<file path="src/pkg/cfg_port_pkg.sv">
// constants and types for the configuration register access port
package cfg_port_pkg;

  // ----------------------------------------------------------------
  // widths
  // ----------------------------------------------------------------
  localparam int addr_width            = 24;
  localparam int data_width            = 32;
  localparam int axil_data_width_param = 32;
  localparam int index_width           = 14;

  // ----------------------------------------------------------------
  // address field positions
  // ----------------------------------------------------------------
  localparam int quad_msb  = 21;
  localparam int quad_lsb  = 20;
  localparam int block_msb = 18;
  localparam int block_lsb = 16;
  localparam int index_msb = 15;
  localparam int index_lsb = 2;

  // ----------------------------------------------------------------
  // quad and register block codes
  // ----------------------------------------------------------------
  localparam logic [1:0] quad_0                      = 2'h0;
  localparam logic [1:0] quad_1                      = 2'h1;
  localparam logic [2:0] blk_func_0                  = 3'h0;
  localparam logic [2:0] blk_func_1                  = 3'h1;
  localparam logic [2:0] blk_core                    = 3'h4;
  localparam logic [2:0] blk_phy_pll_control_block   = 3'h5;
  localparam logic [2:0] blk_lane_0                  = 3'h6;
  localparam logic [2:0] blk_lane_1                  = 3'h7;

  // ----------------------------------------------------------------
  // responses and reset values
  // ----------------------------------------------------------------
  localparam logic [1:0]  resp_okay   = 2'h0;
  localparam logic [1:0]  resp_slverr = 2'h2;
  localparam logic [31:0] rst_data    = 32'h0000_0000;
  localparam logic [23:0] rst_addr    = 24'h00_0000;

  // port sequencer states
  typedef enum logic [1:0] {
    port_idle  = 2'b00,
    port_wait  = 2'b01,
    port_reply = 2'b10
  } port_state_type;

  // axi front end states
  typedef enum logic [2:0] {
    ax_idle  = 3'b000,
    ax_wacc  = 3'b001,
    ax_racc  = 3'b010,
    ax_wait  = 3'b011,
    ax_bresp = 3'b100,
    ax_rresp = 3'b101
  } axil_state_type;

endpackage

</file>
<file path="src/pkg/cfg_req_if.sv">
// native request bundle between the axi front end and the port
`timescale 1ns/10ps
interface cfg_req_if;
  import cfg_port_pkg::*;
  logic                  req;   // start request
  logic                  wr;    // 1 write, 0 read
  logic [addr_width-1:0] addr;  // byte address
  logic [data_width-1:0] wdata; // write data
  logic                  ready; // port can take a request
  logic                  done;  // one-cycle completion
  logic                  err;   // completion hit a reserved target
  logic [data_width-1:0] rdata; // read data, valid with done
  modport master (output req, wr, addr, wdata,
                  input  ready, done, err, rdata);
  modport target (input  req, wr, addr, wdata,
                  output ready, done, err, rdata);
endinterface

</file>
<file path="src/core/axil_front.sv">
// axi4-lite subordinate that feeds the native request port
`timescale 1ns/10ps
module axil_front
  import cfg_port_pkg::*;
#(
  parameter bit axil_enable = 1'b1
)
(
  // clock and reset
  input  wire logic                  clk,
  input  wire logic                  resetn,
  // write address and data
  input  wire logic                  awvalid,
  input  wire logic [addr_width-1:0] awaddr,
  output logic                       awready,
  input  wire logic                  wvalid,
  input  wire logic [data_width-1:0] wdata,
  output logic                       wready,
  // write response
  input  wire logic                  bready,
  output logic                       bvalid,
  output logic [1:0]                 bresp,
  // read address and data
  input  wire logic                  arvalid,
  input  wire logic [addr_width-1:0] araddr,
  output logic                       arready,
  input  wire logic                  rready,
  output logic                       rvalid,
  output logic [data_width-1:0]      rdata,
  output logic [1:0]                 rresp,
  // native request side
  cfg_req_if.master                  bus
);

  axil_state_type        state_r, state_nxt;
  logic                  awready_r, wready_r, arready_r;
  logic                  bvalid_r, rvalid_r, req_r, wr_r;
  logic [1:0]            bresp_r, rresp_r;
  logic [data_width-1:0] rdata_r, wdata_r;
  logic [addr_width-1:0] addr_r;

  // ----------------------------------------------------------------
  // decode
  // ----------------------------------------------------------------
  wire       wr_go   = axil_enable && awvalid && wvalid;
  wire       rd_go   = axil_enable && arvalid && !wr_go;
  wire       started = req_r && bus.ready;
  wire [1:0] resp_w  = bus.err ? resp_slverr : resp_okay;

  // next state; only idle admits a new address
  always_comb
  begin
    state_nxt = state_r;
    case (state_r)
      ax_idle:  if (wr_go) state_nxt = ax_wacc;
                else if (rd_go) state_nxt = ax_racc;
      ax_wacc:  state_nxt = ax_wait;
      ax_racc:  state_nxt = ax_wait;
      ax_wait:  if (bus.done) state_nxt = wr_r ? ax_bresp : ax_rresp;
      ax_bresp: if (bready) state_nxt = ax_idle;
      ax_rresp: if (rready) state_nxt = ax_idle;
      default:  state_nxt = ax_idle;
    endcase
  end

  // state and channel handshakes
  always_ff @(posedge clk or negedge resetn)
  begin
    if (!resetn)
    begin
      state_r   <= ax_idle;
      awready_r <= 1'b0;
      wready_r  <= 1'b0;
      arready_r <= 1'b0;
      bvalid_r  <= 1'b0;
      rvalid_r  <= 1'b0;
    end
    else
    begin
      state_r   <= state_nxt;
      awready_r <= (state_nxt == ax_wacc);
      wready_r  <= (state_nxt == ax_wacc);
      arready_r <= (state_nxt == ax_racc);
      bvalid_r  <= (state_nxt == ax_bresp);
      rvalid_r  <= (state_nxt == ax_rresp);
    end
  end

  // one native request per accepted pair, held until taken
  always_ff @(posedge clk or negedge resetn)
  begin
    if (!resetn)
    begin
      req_r   <= 1'b0;
      wr_r    <= 1'b0;
      addr_r  <= rst_addr;
      wdata_r <= rst_data;
    end
    else
    begin
      req_r <= (state_r == ax_wacc) || (state_r == ax_racc) ||
               (req_r && !started);
      if (state_r == ax_wacc)
      begin
        wr_r    <= 1'b1;
        addr_r  <= awaddr;
        wdata_r <= wdata;
      end
      else if (state_r == ax_racc)
      begin
        wr_r   <= 1'b0;
        addr_r <= araddr;
      end
    end
  end

  // response capture at native completion
  always_ff @(posedge clk or negedge resetn)
  begin
    if (!resetn)
    begin
      bresp_r <= resp_okay;
      rresp_r <= resp_okay;
      rdata_r <= rst_data;
    end
    else if (state_r == ax_wait && bus.done)
    begin
      if (wr_r) bresp_r <= resp_w;
      else
      begin
        rresp_r <= resp_w;
        rdata_r <= bus.rdata;
      end
    end
  end

  assign bus.req   = req_r;
  assign bus.wr    = wr_r;
  assign bus.addr  = addr_r;
  assign bus.wdata = wdata_r;
  assign awready   = awready_r;
  assign wready    = wready_r;
  assign arready   = arready_r;
  assign bvalid    = bvalid_r;
  assign bresp     = bresp_r;
  assign rvalid    = rvalid_r;
  assign rresp     = rresp_r;
  assign rdata     = rdata_r;
endmodule // axil_front

</file>
<file path="src/core/cfg_access_port.sv">
// configuration register access port with native and axi front ends
`timescale 1ns/10ps
module cfg_access_port
  import cfg_port_pkg::*;
#(
  parameter bit axil_enable = 1'b1
)
(
  // clock and reset
  input  wire logic                  clk,
  input  wire logic                  resetn,
  // native request port
  input  wire logic                  cfg_req,
  input  wire logic                  cfg_wr,
  input  wire logic [addr_width-1:0] cfg_addr,
  input  wire logic [data_width-1:0] cfg_wdata,
  output logic                       cfg_ready,
  output logic                       cfg_rdata_valid,
  output logic [data_width-1:0]      cfg_rdata,
  // axi4-lite write channels
  input  wire logic                  axil_awvalid,
  input  wire logic [addr_width-1:0] axil_awaddr,
  input  wire logic [2:0]            axil_awprot,
  output logic                       axil_awready,
  input  wire logic                  axil_wvalid,
  input  wire logic [data_width-1:0] axil_wdata,
  input  wire logic [3:0]            axil_wstrb,
  output logic                       axil_wready,
  input  wire logic                  axil_bready,
  output logic                       axil_bvalid,
  output logic [1:0]                 axil_bresp,
  // axi4-lite read channels
  input  wire logic                  axil_arvalid,
  input  wire logic [addr_width-1:0] axil_araddr,
  input  wire logic [2:0]            axil_arprot,
  output logic                       axil_arready,
  input  wire logic                  axil_rready,
  output logic                       axil_rvalid,
  output logic [data_width-1:0]      axil_rdata,
  output logic [1:0]                 axil_rresp,
  // register block target side
  output logic                       tgt_req,
  output logic                       tgt_wr,
  output logic [1:0]                 tgt_quad,
  output logic [2:0]                 tgt_block,
  output logic [index_width-1:0]     tgt_index,
  output logic [data_width-1:0]      tgt_wdata,
  input  wire logic                  tgt_done,
  input  wire logic [data_width-1:0] tgt_rdata
);

  cfg_req_if axil_bus ();

  port_state_type         state_r, state_nxt;
  logic                   ready_r;         // internal ready
  logic                   cfg_ready_r;     // native pin ready
  logic                   done_r, err_r;   // completion to front end
  logic                   op_wr_r;         // direction of transfer
  logic                   cfg_rvalid_r;    // native read valid
  logic [data_width-1:0]  rdata_r;         // read data
  logic                   tgt_req_r, tgt_wr_r;
  logic [1:0]             tgt_quad_r;
  logic [2:0]             tgt_block_r;
  logic [index_width-1:0] tgt_index_r;
  logic [data_width-1:0]  tgt_wdata_r;

  // ----------------------------------------------------------------
  // axi front end
  // ----------------------------------------------------------------
  axil_front #(.axil_enable (axil_enable)) u_front (
    .clk     (clk),
    .resetn  (resetn),
    .awvalid (axil_awvalid),
    .awaddr  (axil_awaddr),
    .awready (axil_awready),
    .wvalid  (axil_wvalid),
    .wdata   (axil_wdata),
    .wready  (axil_wready),
    .bready  (axil_bready),
    .bvalid  (axil_bvalid),
    .bresp   (axil_bresp),
    .arvalid (axil_arvalid),
    .araddr  (axil_araddr),
    .arready (axil_arready),
    .rready  (axil_rready),
    .rvalid  (axil_rvalid),
    .rdata   (axil_rdata),
    .rresp   (axil_rresp),
    .bus     (axil_bus.master)
  );

  // ----------------------------------------------------------------
  // source select and address decode
  // ----------------------------------------------------------------
  // front end owns the port when built in
  wire                   sel_req   = axil_enable ? axil_bus.req : cfg_req;
  wire                   sel_wr    = axil_enable ? axil_bus.wr : cfg_wr;
  wire [addr_width-1:0]  sel_addr  = axil_enable ? axil_bus.addr : cfg_addr;
  wire [data_width-1:0]  sel_wdata = axil_enable ? axil_bus.wdata
                                                 : cfg_wdata;
  // start only on request with ready
  wire                   start_w   = sel_req && ready_r;
  // unused bits 23:22, 19, 1:0 are not decoded
  wire [1:0]             quad_w    = sel_addr[quad_msb:quad_lsb];
  wire [2:0]             blk_w     = sel_addr[block_msb:block_lsb];
  wire [index_width-1:0] idx_w     = sel_addr[index_msb:index_lsb];
  // quads 2 and 3 are not present yet
  wire                   quad_ok   = (quad_w == quad_0) ||
                                     (quad_w == quad_1);
  // block codes 3'h2 and 3'h3 lead nowhere
  wire                   blk_ok    = (blk_w == blk_func_0) ||
                                     (blk_w == blk_func_1) ||
                                     (blk_w == blk_core) ||
                                     (blk_w == blk_phy_pll_control_block) ||
                                     (blk_w == blk_lane_0) ||
                                     (blk_w == blk_lane_1);
  wire                   mapped_w  = quad_ok && blk_ok;
  // completion: target answered, or local reply to reserved target
  wire                   done_w    = (state_r == port_wait && tgt_done) ||
                                     (state_r == port_reply);
  wire                   rd_done_w = done_w && !op_wr_r;

  // ----------------------------------------------------------------
  // sequencer
  // ----------------------------------------------------------------
  // one transfer in flight; reserved targets answered locally
  always_comb
  begin
    state_nxt = state_r;
    case (state_r)
      port_idle:
        if (start_w) state_nxt = mapped_w ? port_wait : port_reply;
      port_wait:
        if (tgt_done) state_nxt = port_idle;
      port_reply:
        state_nxt = port_idle;
      default:
        state_nxt = port_idle;
    endcase
  end

  // state and ready; reset asserts at once, release follows clk
  always_ff @(posedge clk or negedge resetn)
  begin
    if (!resetn)
    begin
      state_r     <= port_idle;
      ready_r     <= 1'b0;
      cfg_ready_r <= 1'b0;
    end
    else
    begin
      state_r     <= state_nxt;
      ready_r     <= (state_nxt == port_idle);
      cfg_ready_r <= (state_nxt == port_idle) && !axil_enable;
    end
  end

  // target request pulse and captured fields
  always_ff @(posedge clk or negedge resetn)
  begin
    if (!resetn)
    begin
      tgt_req_r   <= 1'b0;
      tgt_wr_r    <= 1'b0;
      op_wr_r     <= 1'b0;
      tgt_quad_r  <= quad_0;
      tgt_block_r <= blk_func_0;
      tgt_index_r <= '0;
      tgt_wdata_r <= rst_data;
    end
    else
    begin
      tgt_req_r <= start_w && mapped_w;
      if (start_w)
      begin
        op_wr_r     <= sel_wr;
        tgt_wr_r    <= sel_wr;
        tgt_quad_r  <= quad_w;
        tgt_block_r <= blk_w;
        tgt_index_r <= idx_w;
        tgt_wdata_r <= sel_wdata;
      end
    end
  end

  // completion and read data
  always_ff @(posedge clk or negedge resetn)
  begin
    if (!resetn)
    begin
      done_r       <= 1'b0;
      err_r        <= 1'b0;
      cfg_rvalid_r <= 1'b0;
      rdata_r      <= rst_data;
    end
    else
    begin
      done_r       <= done_w;
      err_r        <= (state_r == port_reply);
      cfg_rvalid_r <= rd_done_w && !axil_enable;
      if (rd_done_w)
        rdata_r <= (state_r == port_reply) ? rst_data : tgt_rdata;
    end
  end

  // ----------------------------------------------------------------
  // outputs
  // ----------------------------------------------------------------
  assign axil_bus.ready  = ready_r;
  assign axil_bus.done   = done_r;
  assign axil_bus.err    = err_r;
  assign axil_bus.rdata  = rdata_r;
  assign cfg_ready       = cfg_ready_r;
  assign cfg_rdata_valid = cfg_rvalid_r;
  assign cfg_rdata       = rdata_r;
  assign tgt_req         = tgt_req_r;
  assign tgt_wr          = tgt_wr_r;
  assign tgt_quad        = tgt_quad_r;
  assign tgt_block       = tgt_block_r;
  assign tgt_index       = tgt_index_r;
  assign tgt_wdata       = tgt_wdata_r;
endmodule // cfg_access_port

</file>
<file path="config.mk">
export PLATFORM = sky130hd
export DESIGN_NAME = cfg_access_port
export DESIGN_NICKNAME = d
export VERILOG_FILES = /design/src/pkg/cfg_port_pkg.sv /design/src/pkg/cfg_req_if.sv /design/src/core/axil_front.sv /design/src/core/cfg_access_port.sv
export SDC_FILE = /design/constraint.sdc
export NUM_CORES = 1
export LEC_CHECK = 0
export BUFFER_PORTS_ARGS = -buffer_cell sky130_fd_sc_hd__buf_4
export CAP_MARGIN = 20
export CORE_MARGIN = 3
export CORE_UTILIZATION = 48
export DETAILED_ROUTE_END_ITERATION = 10
export PLACE_DENSITY = 0.78
export RECOVER_POWER = 100
export SLEW_MARGIN = 15
export SYNTH_ARGS = -nofsm -noshare
export SYNTH_HDL_FRONTEND = slang
export SYNTH_SLANG_ARGS = --single-unit
</file>
<file path="constraint.sdc">
create_clock -name clk -period 2.2 [get_ports clk]
set_input_delay 0.11 -clock clk [delete_from_list [all_inputs] [get_ports clk]]
set_output_delay 0.11 -clock clk [all_outputs]
set_load 0.01 [all_outputs]
</file>
## Yosys cells after proc, flatten, opt, wreduce, memory -nomap -nowiden

Cells that the tools add are included.

| cells by class | value |
|---|---|
| eq/ne operators | 17 |
| mux-type cells | 17 |
| bitwise gates (word level) | 1 |
| reduce and logical (&&, ||, !) cells | 30 |

Operator list:

| operator | count |
|---|---|
| $mux 22 | 2 |
| $mux 32 | 1 |
| $eq 3x3->1 const B | 8 |
| $mux 3 | 5 |
| $pmux 3 s5 | 1 |
| $eq 3x1->1 const B | 3 |
| $eq 3x2->1 const B | 3 |
| $logic_and 1x1->1 | 9 |
| $logic_or 1x1->1 | 9 |
| $mux 2 | 4 |
| $logic_not 2->1 | 3 |
| $logic_not 3->1 | 2 |
| $eq 2x1->1 const B | 2 |
| $pmux 2 s2 | 1 |
| $reduce_and 2->1 | 2 |
| $logic_not 1->1 | 3 |
| $mux 1 | 3 |
| $eq 2x2->1 const B | 1 |
| $reduce_bool 2->1 | 1 |
| $reduce_or 2->1 | 1 |
| $not 1->1 | 1 |

| word-level totals | value |
|---|---|
| register bits | 189 |
| input port bits | 188 |
| output and inout port bits | 128 |
| word-level logic and storage cells | 88 |

## Longest topological paths before layout

| logic depth | value |
|---|---|
| word-level depth | 11 |
| depth in mapped cells | 6 |
| depth with buffers taken out | 3 |

## By module

From an unflattened synthesis, not the netlist that was laid out.

| unflattened totals | value |
|---|---|
| cell total of the unflattened synthesis | 465 |
| area total of the unflattened synthesis | 7,621.1 um2 |

By module, submodules not included:

| module | instances | cells each | area an instance (um2) | sequential area each (um2) |
|---|---|---|---|---|
| axil_front | 1 | 260 | 4,287.9 | 2,477.4 |
| cfg_access_port | 1 | 205 | 3,333.2 | 2,252.2 |

## Worst setup path after synthesis

No wires, ideal clock.

| path | value |
|---|---|
| path type | reg-to-reg |
| start | reg u_front.state_r[1] |
| end | reg u_front.addr_r[6], in the netlist u_front.bus.addr[6] |
| setup time | 0.125 ns |
| arrival time | 1.601 ns |
| data required time | 2.075 ns |
| slack | 0.474 ns |
| cell stages (with the launch flop) | 6 |
| buffers on the path | 2 |
| clock period less this slack | 1.726 ns |
| cell sequence | dfrtp_1 -> buf_4 -> nor3b_4 -> buf_6 -> mux2_2 -> mux2_2 |

| between the ends | value |
|---|---|
| longest elaborated chain between the ends | 2 |
| elaborated cells on any way between the ends | 4 |
| classes of those cells | 2 x eq/ne; 1 x mux; 1 x reduce/logical |

RTL lines:

| what | RTL line | source |
|---|---|---|
| start, declared | axil_front.sv:35 | `axil_state_type state_r, state_nxt;` |
| start signal, assigned | axil_front.sv:71 | `state_r <= ax_idle;` |
| start signal, assigned | axil_front.sv:80 | `state_r <= state_nxt;` |
| $eq 3x1->1 / $eq 3x2->1 (equally long branches) | axil_front.sv:103, axil_front.sv:109 |  |
| $mux 22 / $reduce_bool 2->1 (equally long branches) | - |  |
| end signal, assigned | axil_front.sv:96 | `addr_r <= rst_addr;` |
| end signal, assigned | axil_front.sv:106 | `addr_r <= awaddr;` |
| end signal, assigned | axil_front.sv:112 | `addr_r <= araddr;` |
| end, declared | axil_front.sv:40 | `logic [addr_width-1:0] addr_r;` |

Parallel ways exist; a longest one is shown, timed or not.
A chain may end at the register's enable or synchronous reset.

## Final worst setup path

| path | value |
|---|---|
| start | reg u_front.state_r[1] |
| end | reg u_front.addr_r[18], in the netlist u_front.bus.addr[18] |

The elaborated chain is that of the path after synthesis.

==> out/summary.log <==
INFO  floorplan      area_of_the_core=15300um^2
INFO  setup_path     critical_path.endpoint_type=flop
INFO  global_route   grt_util_all_layers=20.7%
INFO  setup_path     cpLargestDelayFamily=multiplexers
INFO  worst_hold_path hold_path.class=in2reg
INFO  sta            report.final.slew_viol_count=69
INFO  outcome        violations_in_the_final_reports=capacitance limit, slew limit
INFO  routing        total_number_of_vias=5059
INFO  cells_and_area finish.net_count=1005
INFO  global_route   grt_max_degree=72
INFO  cells_and_area final_layout_size_suffix_gt1_share=29.5%
INFO  clock_tree     cts_setup_buffers=0
INFO  flow_run       drv.max_cap_violation_count=1
INFO  sta            final.hold.worst_slack=0.0361ns
INFO  power_and_ir_drop peakVddDrop=0.672mV
INFO  setup_path     timing.rr.start=u_front.state_r[1]$_DFF_PN0_
INFO  power_and_ir_drop static-leakage-power=0.00468uW
INFO  floorplan      floorplan.die.width=131um
INFO  setup_path     ff2ff_setup_slack=0.22ns
INFO  routing        routed_len_inst=16.9um
INFO  power_and_ir_drop cellPowerDensity=1420nW/um^2
INFO  routing        route.detailed.drc=0
INFO  worst_hold_path worstHoldPathCells=3
INFO  cells_and_area synthToLayoutAreaGrowth=35.4%
INFO  setup_path     reg2reg_depth=4
INFO  clock_tree     cts_inserted_buffers=17
INFO  floorplan      floorplan.die.height=131um
INFO  setup_path     crit_path_max_fanout=52
INFO  floorplan      dieArea=17300um^2
INFO  sta            fin_crit_sh=90.0%
INFO  placed_design  dp_hpwl=11500um
INFO  placed_design  postPlaceCellArea=9550um^2
INFO  logic_synthesis synthesis_warning_total=0
INFO  cells_and_area layout.cells.non_filler=1041
INFO  setup_path     worst_ep_arrival_time=2.28ns
INFO  clock_tree     cts.path.max_buffers=2
INFO  floorplan      top_level_ports=316
INFO  setup_path     crit_cells=4
INFO  clock_tree     insertion_delay=0.42ns
INFO  power_and_ir_drop total_power=14500uW
INFO  global_route   first_global_vias=5652
INFO  placed_design  gp_congestion=0.789
INFO  floorplan      core.rowCount=45
INFO  logic_synthesis average_cell_area_after_synthesis=14.8um^2
INFO  global_route   grt_first_pass_wirelength=29000um
INFO  global_route   grt_overflow_total=0
INFO  outcome        run_status=finished with violations
INFO  clock_tree     h-tree-depth=4
INFO  sta            worst_slew_margin_rel=-10.2%
INFO  cells_and_area insertedDiodeCount=0
INFO  cells_and_area layout.cell_area.non_filler=10200um^2
INFO  clock_tree     clock_tree_sinks=184
INFO  clock_tree     cts_tree=yes
INFO  logic_synthesis count_of_cell_types_in_the_netlist=34
INFO  clock_tree     root_buf_cell=clkbuf_16
INFO  sta            worst_pin_slew=1.65ns
INFO  setup_path     timing.critical_path.required=2.50ns
INFO  cells_and_area final_common_cell=dfrtp_1
INFO  global_route   antenna_violations_before_repair=0
INFO  sta            fin_crit=1.98ns
INFO  sta            hold_viol_final=0
INFO  logic_synthesis post_synth_instance_area=7560um^2
INFO  sta            grt_setup_unrepaired=false
INFO  setup_path     slowest_stage_delay_on_critical_path=0.48ns
INFO  logic_synthesis netlist_instances=511
INFO  routing        drt_first_iter_violations=183
INFO  routing        drtPass1Iterations=4
INFO  setup_path     critPathSlowestCell=dfrtp_1
INFO  setup_path     critical_path.startpoint_type=flop
INFO  sta            skew=0.0115ns
INFO  logic_synthesis synth_seq_area_share=60.9%
INFO  worst_hold_path whs_endpoint=u_front.bus.addr[16]$_DFFE_PN0P_
INFO  clock_tree     clk_pin_slew_worst_paths=0.06ns
INFO  setup_path     crit_path_kind=reg2reg
INFO  placed_design  dp.cells=939
INFO  setup_path     worstPathCellList=nor3b_1, buf_12, mux2_1, mux2_2
INFO  worst_hold_path timing.hold.worst.start=axil_araddr[16]
INFO  cells_and_area layout_common_cells=dfrtp_1, clkbuf_1, buf_4
INFO  sta            fmaxAchievable=505MHz
INFO  setup_path     regToRegEndpoint=u_front.bus.addr[18]$_DFFE_PN0P_
INFO  sta            finalSetupTns=0ns
INFO  sta            setup_viol_count_final=0
INFO  clock_tree     post_cts.resized_instances=0
INFO  placed_design  placement.io_buffers=233
INFO  routing        wirelength=17600um
INFO  routing        drt-vias-per-instance=4.86
INFO  setup_path     cp.buffers_inverters=1
INFO  logic_synthesis postSynthRegisterBits=184
INFO  floorplan      start_util=49.4%
INFO  routing        final_ant_viol_nets=0
## cell families after synthesis
kind of cell | after synthesis | synth area share, %
other | 1 | 0.0496
and+or+nand+nor | 59 | 3.96
AOI/OAI and AO/OA | 10 | 0.877
xor gates and xnor gates | 1 | 0.215
DFF | 184 | 60.9
buffers and inverters | 67 | 4.88
muxes | 189 | 29.1
## routing by layer
layer | GRT usage, % | wire length, um | up-vias | share of wire [%]
li1 | - | - | 2336 | -
met2 | 35.2 | 8750 | 197 | 50
met1 | 24.8 | 7240 | 2500 | 41
met3 | 7.24 | 1340 | 26 | 7.6
met5 | 0 | 0 | - | 0
met4 | 6.59 | 284 | 0 | 1.6
## sequential cells by signal, summed over array words and instances (netlist names), 2 cells and up
signal / cells
u_front.bus.wdata: 32
u_front.state_r: 3
tgt_quad: 2
u_front.rdata: 32
tgt_wdata: 32
state_r: 2
tgt_index: 14
cfg_rdata: 32
u_front.bus.addr: 19
tgt_block: 3
## synth_stat cells (all sizes together)
library cell / number / share of area, %
nor2: 3 / 0.25
nand4bb: 1 / 0.15
dfrtp: 184 / 61
nor3: 2 / 0.13
nor2b: 2 / 0.17
o21ba: 1 / 0.13
nand3b: 2 / 0.20
nand2b: 4 / 0.33
a21oi: 3 / 0.25
or4: 1 / 0.099
o21ai: 2 / 0.13
nor3b: 1 / 0.25
or2: 1 / 0.083
xnor2: 1 / 0.22
clkbuf: 5 / 0.30
nor4: 3 / 0.25
and3: 1 / 0.083
mux2: 156 / 25
mux2i: 33 / 4.4
o22ai: 1 / 0.083
and4b: 1 / 0.13
inv: 36 / 1.8
nand2: 37 / 1.8
buf: 26 / 2.8
a31oi: 1 / 0.083
a211oi: 2 / 0.20
conb: 1 / 0.050
## final cells by class
cell class / count / area (um^2)
multi-input combinational: 263 / 2480
clock inverter: 12 / 164
timing repair buffer: 315 / 2150
tap: 211 / 264
sequential: 184 / 4600
clock buffer: 20 / 437
inverter: 36 / 135
fill: 1261 / 5080
## worst register-to-register path, stage by stage (launching register included)
cell	delay [ns]
dfrtp_1	0.48
nor3b_1	0.38
buf_12	0.32
mux2_1	0.42
mux2_2	0.27
## how the worst max path moves through the flow
stage | startpoint | slack (ns) | to
after global placement | u_front.state_r[1]$_DFF_PN0_ | 0.35 | u_front.bus.addr[18]$_DFFE_PN0P_
after CTS | u_front.state_r[1]$_DFF_PN0_ | 0.30 | u_front.bus.addr[15]$_DFFE_PN0P_
final | u_front.state_r[1]$_DFF_PN0_ | 0.22 | u_front.bus.addr[18]$_DFFE_PN0P_
after global routing | u_front.state_r[1]$_DFF_PN0_ | 0.11 | u_front.bus.addr[21]$_DFFE_PN0P_
after detailed placement | u_front.state_r[1]$_DFF_PN0_ | 0.32 | u_front.bus.addr[15]$_DFFE_PN0P_
after floorplan | u_front.state_r[1]$_DFF_PN0_ | 0.47 | u_front.bus.addr[6]$_DFFE_PN0P_
## through the flow
step                      utilization (%)  setup slack, ns
after floorplan                         -            0.474
after global placement               62.3            0.351
after detailed placement             62.3            0.316
after CTS                            70.8            0.297
after global routing                 66.8            0.108
final                                66.8            0.220
## repair_timing
item | in CTS | in global routing
hold endpoints to repair | 136 | 0
endpoints found under the setup margin | 0 | 0
hold buffers | 70 | 0
## report_power, final
group | total (uW) | internal, uW | switching [uW]
logic | 5360 | 2630 | 2730
clock network | 3110 | 1810 | 1300
registers | 6070 | 5070 | 996
Note: power is estimated with default switching activity, not from simulation.
